--- src/hdl/ldo_supervisor_defines.svh ---
`ifndef LDO_SUPERVISOR_DEFINES_SVH
`define LDO_SUPERVISOR_DEFINES_SVH
`define NUM_CH 7
`define CLK_PERIOD_NS 25
`define UVP_QUAL_US 50
`define UVP_QUAL_CYC ((`UVP_QUAL_US * 1000 + `CLK_PERIOD_NS - 1) / `CLK_PERIOD_NS)
`define RESTART_MS 20
`define RESTART_CYC ((`RESTART_MS * 1000000 + `CLK_PERIOD_NS - 1) / `CLK_PERIOD_NS)
`define START_WIN_MS 1
`define START_WIN_CYC ((`START_WIN_MS * 1000000) / `CLK_PERIOD_NS)
`define OC_QUAL_MS 1
`define OC_QUAL_CYC ((`OC_QUAL_MS * 1000000 + `CLK_PERIOD_NS - 1) / `CLK_PERIOD_NS)
`define SLOT_US 1000
`define SLOT_CYC ((`SLOT_US * 1000 + `CLK_PERIOD_NS - 1) / `CLK_PERIOD_NS)
`define CH_FAULT_MAX 2'h3
`define CHIP_FAULT_MAX 3'h4
`define SLOT_W 3
`define SLOT_FIRST 3'h1
`define SLOT_LAST 3'h7
`define SLOT_NONE 3'h0
`define REG_CTRL 6'h00
`define REG_ENABLE 6'h01
`define REG_SLOTS 6'h02
`define REG_UVP_INT 6'h03
`define REG_OC_INT 6'h04
`define REG_LOCK_INT 6'h05
`define REG_STATUS 6'h06
`define REG_SUSPEND 6'h07
`define REG_FCOUNT 6'h08
`define CTRL_SYS_EN 0
`define CTRL_INHIBIT 1
`define CTRL_SEQ_LSB 4
`define CTRL_BUSY 8
`define SEQ_CMD_UP 2'h1
`define SEQ_CMD_DOWN 2'h2
`define LOCK_SYS_BIT 8
`define LOCK_OT_BIT 9
`define STAT_OC_LSB 8
`define STAT_IN_LSB 16
`define STAT_SYS_BIT 24
`define STAT_OT_BIT 25
`define SUSP_CHIP_BIT 8
`define FCOUNT_CHIP_LSB 16
`endif

--- src/hdl/ldo_supervisor_pkg.sv ---
`default_nettype none
package ldo_supervisor_pkg;
  // Analog comparator outputs, all asynchronous to sys_clk
  typedef struct packed {
    logic [6:0] under_voltage;
    logic [6:0] overcurrent_fault;
    logic [6:0] input_low;
    logic sys_lockout;
    logic over_temp;
  } monitor_t;
  typedef enum logic [3:0] {
    CH_OFF = 4'h1, CH_START = 4'h2, CH_RUN = 4'h4, CH_SUSP = 4'h8
  } ch_state_t;
  typedef enum logic [2:0] {
    SEQ_IDLE = 3'h1, SEQ_UP = 3'h2, SEQ_DOWN = 3'h4
  } seq_state_t;
  typedef enum logic [2:0] {
    CHIP_OK = 3'h1, CHIP_HOLD = 3'h2, CHIP_DEAD = 3'h4
  } chip_state_t;
endpackage
`default_nettype wire

--- src/hdl/ldo_sequence_fault_supervisor.sv ---
`include "ldo_supervisor_defines.svh"
`default_nettype none
module ldo_sequence_fault_supervisor #(
  parameter int TW = 20,
  parameter int RESTART_CYC = `RESTART_CYC,
  parameter int START_WIN_CYC = `START_WIN_CYC,
  parameter int OC_QUAL_CYC = `OC_QUAL_CYC,
  parameter int SLOT_CYC = `SLOT_CYC
) (
  input wire logic sys_clk,
  input wire logic reset_n,
  input wire logic wb_cyc_i,
  input wire logic wb_stb_i,
  input wire logic wb_we_i,
  input wire logic [7:0] wb_adr_i,
  input wire logic [3:0] wb_sel_i,
  input wire logic [31:0] wb_dat_i,
  output logic [31:0] wb_dat_o,
  output logic wb_ack_o,
  input wire ldo_supervisor_pkg::monitor_t monitor,
  output logic [6:0] channel_on,
  output logic interrupt_out_n
);
  localparam int N = `NUM_CH;

  // ==========================================================
  // Input synchronisers
  // ==========================================================
  ldo_supervisor_pkg::monitor_t mon_meta;
  ldo_supervisor_pkg::monitor_t mon;
  logic sys_prev;
  logic ot_prev;

  // Two flops, nothing reads the first but the second
  always_ff @(posedge sys_clk or negedge reset_n) begin
    if (!reset_n) begin
      mon_meta <= '0;
      mon <= '0;
      sys_prev <= 1'b0;
      ot_prev <= 1'b0;
    end else begin
      mon_meta <= monitor;
      mon <= mon_meta;
      sys_prev <= mon.sys_lockout;
      ot_prev <= mon.over_temp;
    end
  end

  // ==========================================================
  // Wishbone decode
  // ==========================================================
  logic [31:0] ctrl;
  wire access = wb_cyc_i & wb_stb_i & ~wb_ack_o;
  wire wr = access & wb_we_i & wb_sel_i[0];
  wire rd = access & ~wb_we_i;
  wire [5:0] idx = wb_adr_i[7:2];
  wire wr_ctrl = wr & (idx == `REG_CTRL);
  wire wr_en = wr & (idx == `REG_ENABLE);
  wire wr_slot = wr & (idx == `REG_SLOTS) & (&wb_sel_i[2:0]);
  wire rd_uvp = rd & (idx == `REG_UVP_INT);
  wire rd_oc = rd & (idx == `REG_OC_INT);
  wire rd_lock = rd & (idx == `REG_LOCK_INT);
  wire sys_en = ctrl[`CTRL_SYS_EN];
  wire inhibit = ctrl[`CTRL_INHIBIT];
  wire [1:0] seq_cmd = wb_dat_i[`CTRL_SEQ_LSB +: 2];
  wire cmd_up = wr_ctrl & (seq_cmd == `SEQ_CMD_UP);
  wire cmd_down = wr_ctrl & (seq_cmd == `SEQ_CMD_DOWN);

  // Control register; command field is a strobe, never stored
  always_ff @(posedge sys_clk or negedge reset_n) begin
    if (!reset_n) begin
      ctrl <= '0;
    end else if (wr_ctrl) begin
      ctrl <= {30'h0, wb_dat_i[`CTRL_INHIBIT], wb_dat_i[`CTRL_SYS_EN]};
    end
  end

  // ==========================================================
  // Chip-level lockout and over-temperature
  // ==========================================================
  ldo_supervisor_pkg::chip_state_t chip_st;
  logic [TW-1:0] chip_tmr;
  logic [2:0] chip_cnt;
  logic sys_int;
  logic ot_int;
  wire chip_trig = mon.sys_lockout | mon.over_temp;
  wire chip_ok = (chip_st == ldo_supervisor_pkg::CHIP_OK);
  wire chip_held = chip_tmr >= TW'(RESTART_CYC - 1);

  // Hold all channels off; fourth counted event is final
  always_ff @(posedge sys_clk or negedge reset_n) begin
    if (!reset_n) begin
      chip_st <= ldo_supervisor_pkg::CHIP_OK;
      chip_tmr <= '0;
      chip_cnt <= '0;
    end else begin
      case (chip_st)
        ldo_supervisor_pkg::CHIP_OK: begin
          chip_tmr <= '0;
          if (chip_trig) begin
            chip_st <= ldo_supervisor_pkg::CHIP_HOLD;
            if (!inhibit) begin
              chip_cnt <= chip_cnt + 3'h1;
              if (chip_cnt + 3'h1 == `CHIP_FAULT_MAX) begin
                chip_st <= ldo_supervisor_pkg::CHIP_DEAD;
              end
            end
          end
        end
        ldo_supervisor_pkg::CHIP_HOLD: begin
          if (!chip_held) begin
            chip_tmr <= chip_tmr + TW'(1);
          end
          // Inhibit restarts as soon as the cause is gone
          if (!chip_trig && (inhibit || chip_held)) begin
            chip_st <= ldo_supervisor_pkg::CHIP_OK;
          end
        end
        ldo_supervisor_pkg::CHIP_DEAD: begin
          chip_st <= ldo_supervisor_pkg::CHIP_DEAD;
        end
        default: begin
          chip_st <= ldo_supervisor_pkg::CHIP_OK;
        end
      endcase
    end
  end

  // Chip interrupts: set on rising cause, read clears, set wins
  always_ff @(posedge sys_clk or negedge reset_n) begin
    if (!reset_n) begin
      sys_int <= 1'b0;
      ot_int <= 1'b0;
    end else begin
      if (rd_lock) begin
        sys_int <= 1'b0;
        ot_int <= 1'b0;
      end
      if (mon.sys_lockout && !sys_prev) begin
        sys_int <= 1'b1;
      end
      if (mon.over_temp && !ot_prev) begin
        ot_int <= 1'b1;
      end
    end
  end

  // ==========================================================
  // Slot sequencer
  // ==========================================================
  ldo_supervisor_pkg::seq_state_t seq_st;
  logic [2:0] seq_cnt;
  logic [TW-1:0] seq_tmr;
  logic [3*N-1:0] slots;
  wire seq_stop = !sys_en || !chip_ok;
  wire slot_end = seq_tmr >= TW'(SLOT_CYC - 1);
  wire seq_up = (seq_st == ldo_supervisor_pkg::SEQ_UP);
  wire seq_down = (seq_st == ldo_supervisor_pkg::SEQ_DOWN);

  // Up walks slots 1..7, down walks 7..1
  always_ff @(posedge sys_clk or negedge reset_n) begin
    if (!reset_n) begin
      seq_st <= ldo_supervisor_pkg::SEQ_IDLE;
      seq_cnt <= `SLOT_NONE;
      seq_tmr <= '0;
    end else if (seq_stop) begin
      seq_st <= ldo_supervisor_pkg::SEQ_IDLE;
      seq_cnt <= `SLOT_NONE;
    end else if (cmd_up || cmd_down) begin
      seq_st <= cmd_up ? ldo_supervisor_pkg::SEQ_UP : ldo_supervisor_pkg::SEQ_DOWN;
      seq_cnt <= cmd_up ? `SLOT_FIRST : `SLOT_LAST;
      seq_tmr <= '0;
    end else begin
      case (seq_st)
        ldo_supervisor_pkg::SEQ_UP,
        ldo_supervisor_pkg::SEQ_DOWN: begin
          seq_tmr <= slot_end ? '0 : seq_tmr + TW'(1);
          if (slot_end) begin
            if ((seq_up && seq_cnt == `SLOT_LAST) ||
                (seq_down && seq_cnt == `SLOT_FIRST)) begin
              seq_st <= ldo_supervisor_pkg::SEQ_IDLE;
              seq_cnt <= `SLOT_NONE;
            end else begin
              seq_cnt <= seq_up ? seq_cnt + 3'h1 : seq_cnt - 3'h1;
            end
          end
        end
        default: begin
          seq_st <= ldo_supervisor_pkg::SEQ_IDLE;
        end
      endcase
    end
  end

  // ==========================================================
  // Per-channel fault supervisor
  // ==========================================================
  logic [N-1:0] en;
  logic [N-1:0] susd;
  logic [N-1:0] uvp_int;
  logic [N-1:0] oc_int;
  logic [N-1:0] lk_int;
  logic [N-1:0] uvp_stat;
  logic [N-1:0] oc_stat;
  logic [2*N-1:0] fcnt;

  genvar i;
  generate
    for (i = 0; i < N; i++) begin : g_ch
      ldo_supervisor_pkg::ch_state_t st;
      logic [TW-1:0] tmr;
      logic sflag;
      wire [2:0] slot = slots[3*i +: 3];
      wire [2:0] new_slot = wb_dat_i[3*i +: 3];
      wire uv = mon.under_voltage[i];
      wire oc = mon.overcurrent_fault[i];
      wire inlow = mon.input_low[i];
      wire hit = (seq_cnt == slot) && (slot != `SLOT_NONE) && (seq_tmr == '0);
      wire want = sys_en && chip_ok && ((slot == `SLOT_NONE) ? en[i] : sflag);
      wire powered = (st == ldo_supervisor_pkg::CH_START) || (st == ldo_supervisor_pkg::CH_RUN);
      wire uv_q = uv && tmr >= TW'(`UVP_QUAL_CYC - 1);
      wire oc_q = oc && tmr >= TW'(OC_QUAL_CYC - 1);
      wire run = (st == ldo_supervisor_pkg::CH_RUN);
      wire st_fail = (st == ldo_supervisor_pkg::CH_START) && uv &&
                     tmr >= TW'(START_WIN_CYC - 1) && !inhibit;
      wire fault = st_fail || (run && !inhibit && (uv_q || oc_q));
      wire last = fcnt[2*i +: 2] == `CH_FAULT_MAX - 2'h1;
      wire rewrite = (wr_en && wb_dat_i[i]) || (wr_slot && new_slot != slot);
      wire rs_done = tmr >= TW'(RESTART_CYC - 1);

      assign channel_on[i] = powered;
      assign uvp_stat[i] = powered && uv;
      assign oc_stat[i] = powered && oc;

      // Channel state, restart timer and fault counter
      always_ff @(posedge sys_clk or negedge reset_n) begin
        if (!reset_n) begin
          st <= ldo_supervisor_pkg::CH_OFF;
          tmr <= '0;
          sflag <= 1'b0;
          en[i] <= 1'b0;
          slots[3*i +: 3] <= `SLOT_NONE;
          fcnt[2*i +: 2] <= 2'h0;
          susd[i] <= 1'b0;
          uvp_int[i] <= 1'b0;
          oc_int[i] <= 1'b0;
          lk_int[i] <= 1'b0;
        end else begin
          if (rd_uvp) uvp_int[i] <= 1'b0;
          if (rd_oc) oc_int[i] <= 1'b0;
          if (rd_lock) lk_int[i] <= 1'b0;
          if (wr_en) en[i] <= wb_dat_i[i];
          if (wr_slot) slots[3*i +: 3] <= new_slot;
          if (seq_up && hit) sflag <= 1'b1;
          if (seq_down && hit) sflag <= 1'b0;
          if (!tmr[TW-1] || !(&tmr)) tmr <= tmr + TW'(1);
          if (!sys_en) begin
            st <= ldo_supervisor_pkg::CH_OFF;
            sflag <= 1'b0;
            fcnt[2*i +: 2] <= 2'h0;
            susd[i] <= 1'b0;
          end else if (rewrite) begin
            st <= ldo_supervisor_pkg::CH_OFF;
            fcnt[2*i +: 2] <= 2'h0;
            susd[i] <= 1'b0;
          end else begin
            case (st)
              ldo_supervisor_pkg::CH_OFF: begin
                tmr <= '0;
                if (want) begin
                  if (inlow) begin
                    st <= ldo_supervisor_pkg::CH_SUSP;
                    susd[i] <= 1'b1;
                    lk_int[i] <= 1'b1;
                  end else begin
                    st <= ldo_supervisor_pkg::CH_START;
                  end
                end
              end
              ldo_supervisor_pkg::CH_START,
              ldo_supervisor_pkg::CH_RUN: begin
                if (run && !uv && !oc) tmr <= '0;
                if (uv_q && run) uvp_int[i] <= 1'b1;
                if (oc_q && run) oc_int[i] <= 1'b1;
                if (!want) begin
                  st <= ldo_supervisor_pkg::CH_OFF;
                end else if (inlow) begin
                  st <= ldo_supervisor_pkg::CH_SUSP;
                  tmr <= '0;
                  susd[i] <= 1'b1;
                  lk_int[i] <= 1'b1;
                end else if (fault) begin
                  if (st_fail) uvp_int[i] <= 1'b1;
                  fcnt[2*i +: 2] <= fcnt[2*i +: 2] + 2'h1;
                  susd[i] <= 1'b1;
                  tmr <= '0;
                  if (last) begin
                    st <= ldo_supervisor_pkg::CH_OFF;
                    en[i] <= 1'b0;
                    slots[3*i +: 3] <= `SLOT_NONE;
                    sflag <= 1'b0;
                  end else begin
                    st <= ldo_supervisor_pkg::CH_SUSP;
                  end
                end else if (!run && !uv) begin
                  st <= ldo_supervisor_pkg::CH_RUN;
                  tmr <= '0;
                end
              end
              ldo_supervisor_pkg::CH_SUSP: begin
                if (!want) begin
                  st <= ldo_supervisor_pkg::CH_OFF;
                end else if (rs_done && !inlow) begin
                  st <= ldo_supervisor_pkg::CH_START;
                  susd[i] <= 1'b0;
                  tmr <= '0;
                end
              end
              default: begin
                st <= ldo_supervisor_pkg::CH_OFF;
              end
            endcase
          end
        end
      end
    end
  endgenerate

  // ==========================================================
  // Read mux and answer
  // ==========================================================
  wire seq_busy = !(seq_st == ldo_supervisor_pkg::SEQ_IDLE);
  logic [31:0] rmux;
  always_comb begin
    rmux = 32'h0;
    case (idx)
      `REG_CTRL: rmux = ctrl | (32'(seq_busy) << `CTRL_BUSY);
      `REG_ENABLE: rmux = 32'(en);
      `REG_SLOTS: rmux = 32'(slots);
      `REG_UVP_INT: rmux = 32'(uvp_int);
      `REG_OC_INT: rmux = 32'(oc_int);
      `REG_LOCK_INT: rmux = 32'(lk_int) | (32'(sys_int) << `LOCK_SYS_BIT) |
                           (32'(ot_int) << `LOCK_OT_BIT);
      `REG_STATUS: rmux = 32'(uvp_stat) | (32'(oc_stat) << `STAT_OC_LSB) |
                         (32'(mon.input_low) << `STAT_IN_LSB) |
                         (32'(mon.sys_lockout) << `STAT_SYS_BIT) |
                         (32'(mon.over_temp) << `STAT_OT_BIT);
      `REG_SUSPEND: rmux = 32'(susd) | (32'(!chip_ok) << `SUSP_CHIP_BIT);
      `REG_FCOUNT: rmux = 32'(fcnt) | (32'(chip_cnt) << `FCOUNT_CHIP_LSB);
      default: rmux = 32'h0;
    endcase
  end

  // One answer per request, a cycle after it; data and pin from flops
  always_ff @(posedge sys_clk or negedge reset_n) begin
    if (!reset_n) begin
      wb_ack_o <= 1'b0;
      wb_dat_o <= 32'h0;
      interrupt_out_n <= 1'b1;
    end else begin
      wb_ack_o <= access;
      wb_dat_o <= rd ? rmux : 32'h0;
      interrupt_out_n <= !(|uvp_int || |oc_int || |lk_int || sys_int || ot_int);
    end
  end
endmodule
`default_nettype wire

--- config.mk ---
export PLATFORM = sky130hd
export DESIGN_NAME = ldo_sequence_fault_supervisor
export DESIGN_NICKNAME = d
export VERILOG_FILES = /design/src/hdl/ldo_supervisor_pkg.sv /design/src/hdl/ldo_sequence_fault_supervisor.sv
export VERILOG_INCLUDE_DIRS = /design/src /design/src/hdl
export SDC_FILE = /design/constraint.sdc
export NUM_CORES = 1
export LEC_CHECK = 0
export ABC_AREA = 1
export ABC_CLOCK_PERIOD_IN_PS = 5700
export BUFFER_PORTS_ARGS = -buffer_cell sky130_fd_sc_hd__buf_4
export CAP_MARGIN = 5
export CORE_UTILIZATION = 40
export DETAILED_ROUTE_END_ITERATION = 7
export PLACE_DENSITY = 0.68
export SYNTH_ARGS = -nofsm -noshare
export SYNTH_HDL_FRONTEND = slang
export SYNTH_SLANG_ARGS = --single-unit
--- constraint.sdc ---
create_clock -name sys_clk -period 5.7 [get_ports sys_clk]
set_input_delay 0.285 -clock sys_clk [delete_from_list [all_inputs] [get_ports sys_clk]]
set_output_delay 0.285 -clock sys_clk [all_outputs]
set_load 0.01 [all_outputs]
# After elaboration in Yosys (flattened, before gate mapping)
# Cells that the tools add are included.
[word_totals] inputBits=72 wordCells=1279 regBits=383 output_inout_bits=41
[classes] eq_ne=164 bitwise=28 n_addsub=19 reduce_logical=328 n_lt_le_gt_ge=23 n_mux=623
[ops] op="$mux 20" n=74
[ops] op="$pmux 20 s3" n=7
[ops] op="$mux 1" n=332
[ops] op="$mux 4" n=77
[ops] op="$pmux 32 s9" n=1
[ops] op="$mux 3" n=73
[ops] op="$add 20x1->20 const B" n=9
[ops] op="$ge 20x16->1 const B" n=8
[ops] op="$ge 20x20->1 const B" n=8
[ops] op="$logic_and 1x1->1" n=160
[ops] op="$ne 4x4->1 const B" n=37
[ops] op="$ge 20x11->1 const B" n=7
[ops] op="$reduce_and 20->1" n=7
[ops] op="$mux 2" n=42
[ops] op="$pmux 4 s3" n=7
[ops] op="$ne 5x5->1 const B" n=14
[ops] op="$ne 3x1->1 const B" n=21
[ops] op="$logic_not 1->1" n=50
[ops] op="$ne 7x7->1 const B" n=7
[ops] op="$reduce_and 7->1" n=7
[ops] op="$logic_or 1x1->1" n=43
[ops] op="$pmux 20 s2" n=1
[ops] op="$ne 5x1->1 const B" n=7
[ops] op="$mux 32" n=1
[ops] op="44 further kinds" n=185

# Depth between registers and ports, before layout
[logic_depth] ltp_word=14 ltp_mapped=17 mapped_depth_nobuf=16

# Worst setup path after synthesis
# OpenSTA, ideal clock, no wires.
[synth_path] path_type="reg-to-reg" from="register g_ch[2].tmr[0]" to="register g_ch[2].tmr[10]" required_ns=5.627 period_less_slack_ns=1.965 slack_ns=3.735 arrival_ns=1.892 stages_incl_launch_ff=18 n_path_buf=1 setup_time_ns=0.073 path_cell_list="dfrtp_1 > ha_1 > nand2_1 > nor2_1 > nand2_1 > nand3_1 > nand3_1 > nand2_1 > nand2_1 > nand2_1 > nand2_1 > nand2_1 > nor2_1 > nand2_1 > nand2_1 > nand2_1 > buf_2 > a21boi_2"
[synth_via] elab_chain_len=12 word_cells_on_any_way=26 cone_classes="1 x add/sub; 3 x order compare; 11 x mux; 11 x reduce/logical"
[synth_lines] item="from (decl)" line="ldo_sequence_fault_supervisor.sv:211" rtl="logic [TW-1:0] tmr;"
[synth_lines] item="from (signal assigned)" line="ldo_sequence_fault_supervisor.sv:256" rtl="if (!tmr[TW-1] || !(&tmr)) tmr <= tmr + TW'(1);"
[synth_lines] item="branches (longest 11 deep; another with $add 20x1->20)"
[synth_lines] item="$mux 20 (*)" line="ldo_sequence_fault_supervisor.sv:257" rtl="if (!sys_en) begin"
# Mark *: on every way between the ends.
# A chain may end at the register's enable or synchronous reset.

# Worst setup path in the final report
[layout_path] from="register ctrl[0]" to="register g_ch[0].tmr[14]"
[layout_via] elab_chain_len=6 word_cells_on_any_way=7 cone_classes="5 x mux; 2 x reduce/logical"
[layout_lines] item="from (decl)" line="ldo_sequence_fault_supervisor.sv:52" rtl="logic [31:0] ctrl;"
[layout_lines] item="from (signal assigned)" line="ldo_sequence_fault_supervisor.sv:74" rtl="ctrl <= {30'h0, wb_dat_i[`CTRL_INHIBIT], wb_dat_i[`CTRL_SYS_EN]};"
[layout_lines] item="$logic_and 1x1->1 (2 in a row)" line="ldo_sequence_fault_supervisor.sv:219" rtl="wire want = sys_en && chip_ok && ((slot == `SLOT_NONE) ? en[i] : sflag);"
[layout_lines] item="$mux 20, on equally long branches" line="ldo_sequence_fault_supervisor.sv:311, ldo_sequence_fault_supervisor.sv:285"
[layout_lines] item="$pmux 20 s3" line="ldo_sequence_fault_supervisor.sv:267" rtl="case (st)"
[layout_lines] item="$mux 20" line="ldo_sequence_fault_supervisor.sv:262" rtl="end else if (rewrite) begin"
[layout_lines] item="$mux 20 (*)" line="ldo_sequence_fault_supervisor.sv:257"
[layout_lines] item="to (signal assigned)" line="ldo_sequence_fault_supervisor.sv:256"
[layout_lines] item="to (decl)" line="ldo_sequence_fault_supervisor.sv:211"
# Every way passes the cells marked *; elsewhere a longest branch is shown, timed or not.

==> flow_metrics.env <==
export IMPL_synth_cell_types=75
export IMPL_dieArea_mm2=0.0578
export IMPL_clkLatencyLatePin_ps=590
export IMPL_p_leak_nw=12.4
export IMPL_cts_resized=0
export IMPL_coreArea_mm2=0.0556
export IMPL_swShare_pct=32.4
export IMPL_drt_wirelength_per_cell_um=15.9
export IMPL_ir_drop_uv=261
export IMPL_port_buffers=91
export IMPL_post_place_cells=3832
export IMPL_antenna_found_initial=0
export IMPL_finalClockSkew_ps=21.7
export IMPL_criticalPathCategory="flop to flop"
export IMPL_post_cts_setup_buffers=0
export IMPL_synth_async_reset_ratio_pct=100
export IMPL_post_route_min_period_ps=3290
export IMPL_grt_max_degree=177
export IMPL_grt_usage_pct=22.1
export IMPL_final_cell_mix="nand2_1, inv_1, nor2_1, dfrtp_1, nand3_1"
export IMPL_ys_warn_count=0
export IMPL_ant_nets=0
export IMPL_arrival_ps=3680
export IMPL_clk_pin_slew_ps=60
export IMPL_ys_seq_area_share_pct=41.5
export IMPL_grt_pass1_wl_mm=101
export IMPL_fin_crit_sh_pct=57.6
export IMPL_vias=20800
export IMPL_drt_iter0_markers=1807
export IMPL_power_switching_w=0.00277
export IMPL_cts_htree_levels=2
export IMPL_cts_tree="built"
export IMPL_maxCapViolations=0
export IMPL_synth_avg_cell_area_um2=7.48
export IMPL_synth_edff_count=0
export IMPL_p_int_w=0.00579
export IMPL_ios=113
export IMPL_max_freq_mhz=304
export IMPL_setup_tns_ps=0
export IMPL_endpoint_kind="flop"
export IMPL_synth_ff_type="dfrtp_1"
export IMPL_drive_gt1_share_pct=9.82
export IMPL_gp_congestion=0.965
export IMPL_ys_top_cells_by_area="dfrtp_1, nand2_1, inv_1, nor2_1, nand3_1"
export IMPL_grt_overflow_total=0
export IMPL_synth_top_cell_area_share_pct=40.3
export IMPL_wirelength_mm=62.7
export IMPL_rsz0062_at_grt="no"
export IMPL_finalHoldViolCount=0
export IMPL_ys_ff_latch=376
export IMPL_drt_first_pass_iters=6
export IMPL_vias_per_cell=5.26
export IMPL_initial_core_util_pct=40.9
export IMPL_placed_cell_area_mm2=0.0241
export IMPL_antennaDiodeCount=0
export IMPL_clkPwrFrac_pct=37.5
export IMPL_drcViolationCount=0
export IMPL_relSlewSlack_pct=25.5
export IMPL_hp_class="primary input to flop"
export IMPL_nNetsFinal=3254
export IMPL_outcome="finished clean"
export IMPL_final_common_cell="nand2_1"
export IMPL_yosysTopAreaCell="dfrtp_1"
export IMPL_max_clock_path_buffers=3
export IMPL_power_per_cell_area_mw_per_mm2=329
export IMPL_worstPathMaxFanout=20
export IMPL_nFillCells=5516
export IMPL_dp_hpwl_mm=45.8
export IMPL_final_area_mm2=0.0260
export IMPL_slew_viol_final=0
export IMPL_cts_buffers=45
export IMPL_cp_required_ps=6090
export IMPL_setup_slack_ps=2410
export IMPL_rows=86
export IMPL_synthCells=3038
export IMPL_die_h_um=240
export IMPL_cts_root_buf="clkbuf_16"
export IMPL_area_growth_pct=14.5
export IMPL_start_kind="flop"
export IMPL_pwr_share_seq_pct=42.2
export IMPL_syn_area_mm2=0.0227
export IMPL_post_place_ws_ps=2310
export IMPL_tightest_slew_ps=1120
export IMPL_clock_sinks=376
export IMPL_reg2reg_slack_ps=2410
export IMPL_setup_viol=0
export IMPL_grt_pass1_vias=19100
export IMPL_fin_cells=3944
export IMPL_die_w_um=240
export IMPL_p_comb_share_pct=20.3
-- Yosys cell counts (4+ instances only) --
library cell  instances
a21boi_2              9
a21oi_1             165
a22oi_1              31
a31oi_1               7
a32oi_1               4
a41oi_1               4
buf_2                18
buf_4                15
buf_6                10
clkbuf_1             13
dfrtp_1             366
dfstp_2              10
ha_1                 23
inv_1               452
inv_2                17
mux2i_1               5
nand2_1             592
nand2_2              13
nand2_4               7
nand3_1             222
nand3_2               4
nand3b_1             10
nand4_1              93
nor2_1              368
nor2_2               24
nor2_4               15
nor3_1               93
nor3_2                4
nor3b_1               8
nor4_1               31
o21a_1                8
o21ai_0             157
o21ai_2               4
o21bai_1             10
o221ai_1              4
o22ai_1              10
o31ai_1              13
o41ai_1               5
or2_2                 7
xnor2_1              54
xor2_1               73
-- metal layers --
layer	GRT usage (%)	part of all wire, %	vias up
met3	3.19	7.6	125
li1	-	-	10200
met5	0	0	-
met4	7.99	3.3	0
met2	33.9	44	725
met1	31.4	45	9728
-- critical path, cell delays in order (launching register included) --
cell     delay [ps]
dfrtp_1         770
inv_2           460
nor2_8          360
nand3_1         260
inv_1           210
nor2_1           70
inv_1            70
nand2_1          60
nor2_2          670
a22oi_1         150
-- area by class of cell --
type	count	area [µm²]	share of cell area (%)
Multi-Input combinational cell	2130	11100	42.7
Sequential cell	376	9420	36.2
Inverter	477	1810	6.95
Clock buffer	62	1300	5.01
Timing Repair Buffer	129	1070	4.12
Tap cell	748	936	3.60
Clock inverter	22	358	1.38
-- path summary, 6_finish.rpt --
kind / startpoint / endpoint / cells after the start
worst max-delay path: ctrl[0]$_DFFE_PN0P_ / g_ch[0].tmr[14]$_DFF_PN0_ / 9
min in group asynchronous: reset_n / g_ch[5].tmr[4]$_DFF_PN0_ / 2
max in group asynchronous: reset_n / mon_meta[9]$_DFF_PN0_ / 3
worst min register to register: mon_meta[5]$_DFF_PN0_ / g_ch[3].inlow$_DFF_PN0_ / 0
worst max register to register: ctrl[0]$_DFFE_PN0P_ / g_ch[0].tmr[14]$_DFF_PN0_ / 9
worst min-delay path: wb_dat_i[13] / g_ch[4].slot[1]$_DFF_PN0_ / 5
-- stage by stage --
stage                     total power, W  utilization [%]  hold WS (ps)
after floorplan                  0.00489                -         -10.6
after global placement           0.00534             43.3           330
after detailed placement         0.00537             43.3           330
after CTS                        0.00864             46.8          1.12
after global routing             0.00913             46.8          31.8
final                            0.00857             46.8          30.8
-- repair_timing --
action / CTS / global route
endpoints found under the setup margin: 0 / 0
hold buffers: 28 / 0
hold endpoints to repair: 107 / 0
-- cell families (layout without fill, tap and decap cells) --
kind of cell | Yosys count | count (layout) | synth area share [%]
adder cells (fa/ha/maj) | 23 | 23 | 1.27
flip-flops | 376 | 376 | 41.5
AND/OR/NAND/NOR | 1511 | 1511 | 30.6
AO/OA/AOI/OAI | 457 | 457 | 11.8
buffers and inverters | 538 | 690 | 9.72
multiplexers | 5 | 5 | 0.220
other | 1 | 7 | 0.0165
XOR/XNOR | 127 | 127 | 4.89
-- state kept, by name, indices dropped and copies added, names as in the netlist, 14 cells and up --
| name | flops |
|---|---|
| seq_tmr | 20 |
| wb_dat_o | 25 |
| g_ch.st | 28 |
| chip_tmr | 20 |
| g_ch.slot | 21 |
| g_ch.tmr | 140 |
| fcnt | 14 |
| mon_meta | 23 |
-- power groups by stage --
| stage | logic, W | registers (W) | clock network (W) |
|---|---|---|---|
| 6_report | 0.00174 | 0.00362 | 0.00321 |
| 5_1_grt | 0.00203 | 0.00370 | 0.00340 |
| 4_1_cts | 0.00174 | 0.00361 | 0.00329 |
| 3_5_place_dp | 0.00172 | 0.00365 | 0 |
| 3_3_place_gp | 0.00169 | 0.00365 | 0 |
| 2_1_floorplan | 0.00138 | 0.00351 | 0 |
No activity file was read; power rests on OpenSTA's default activity.
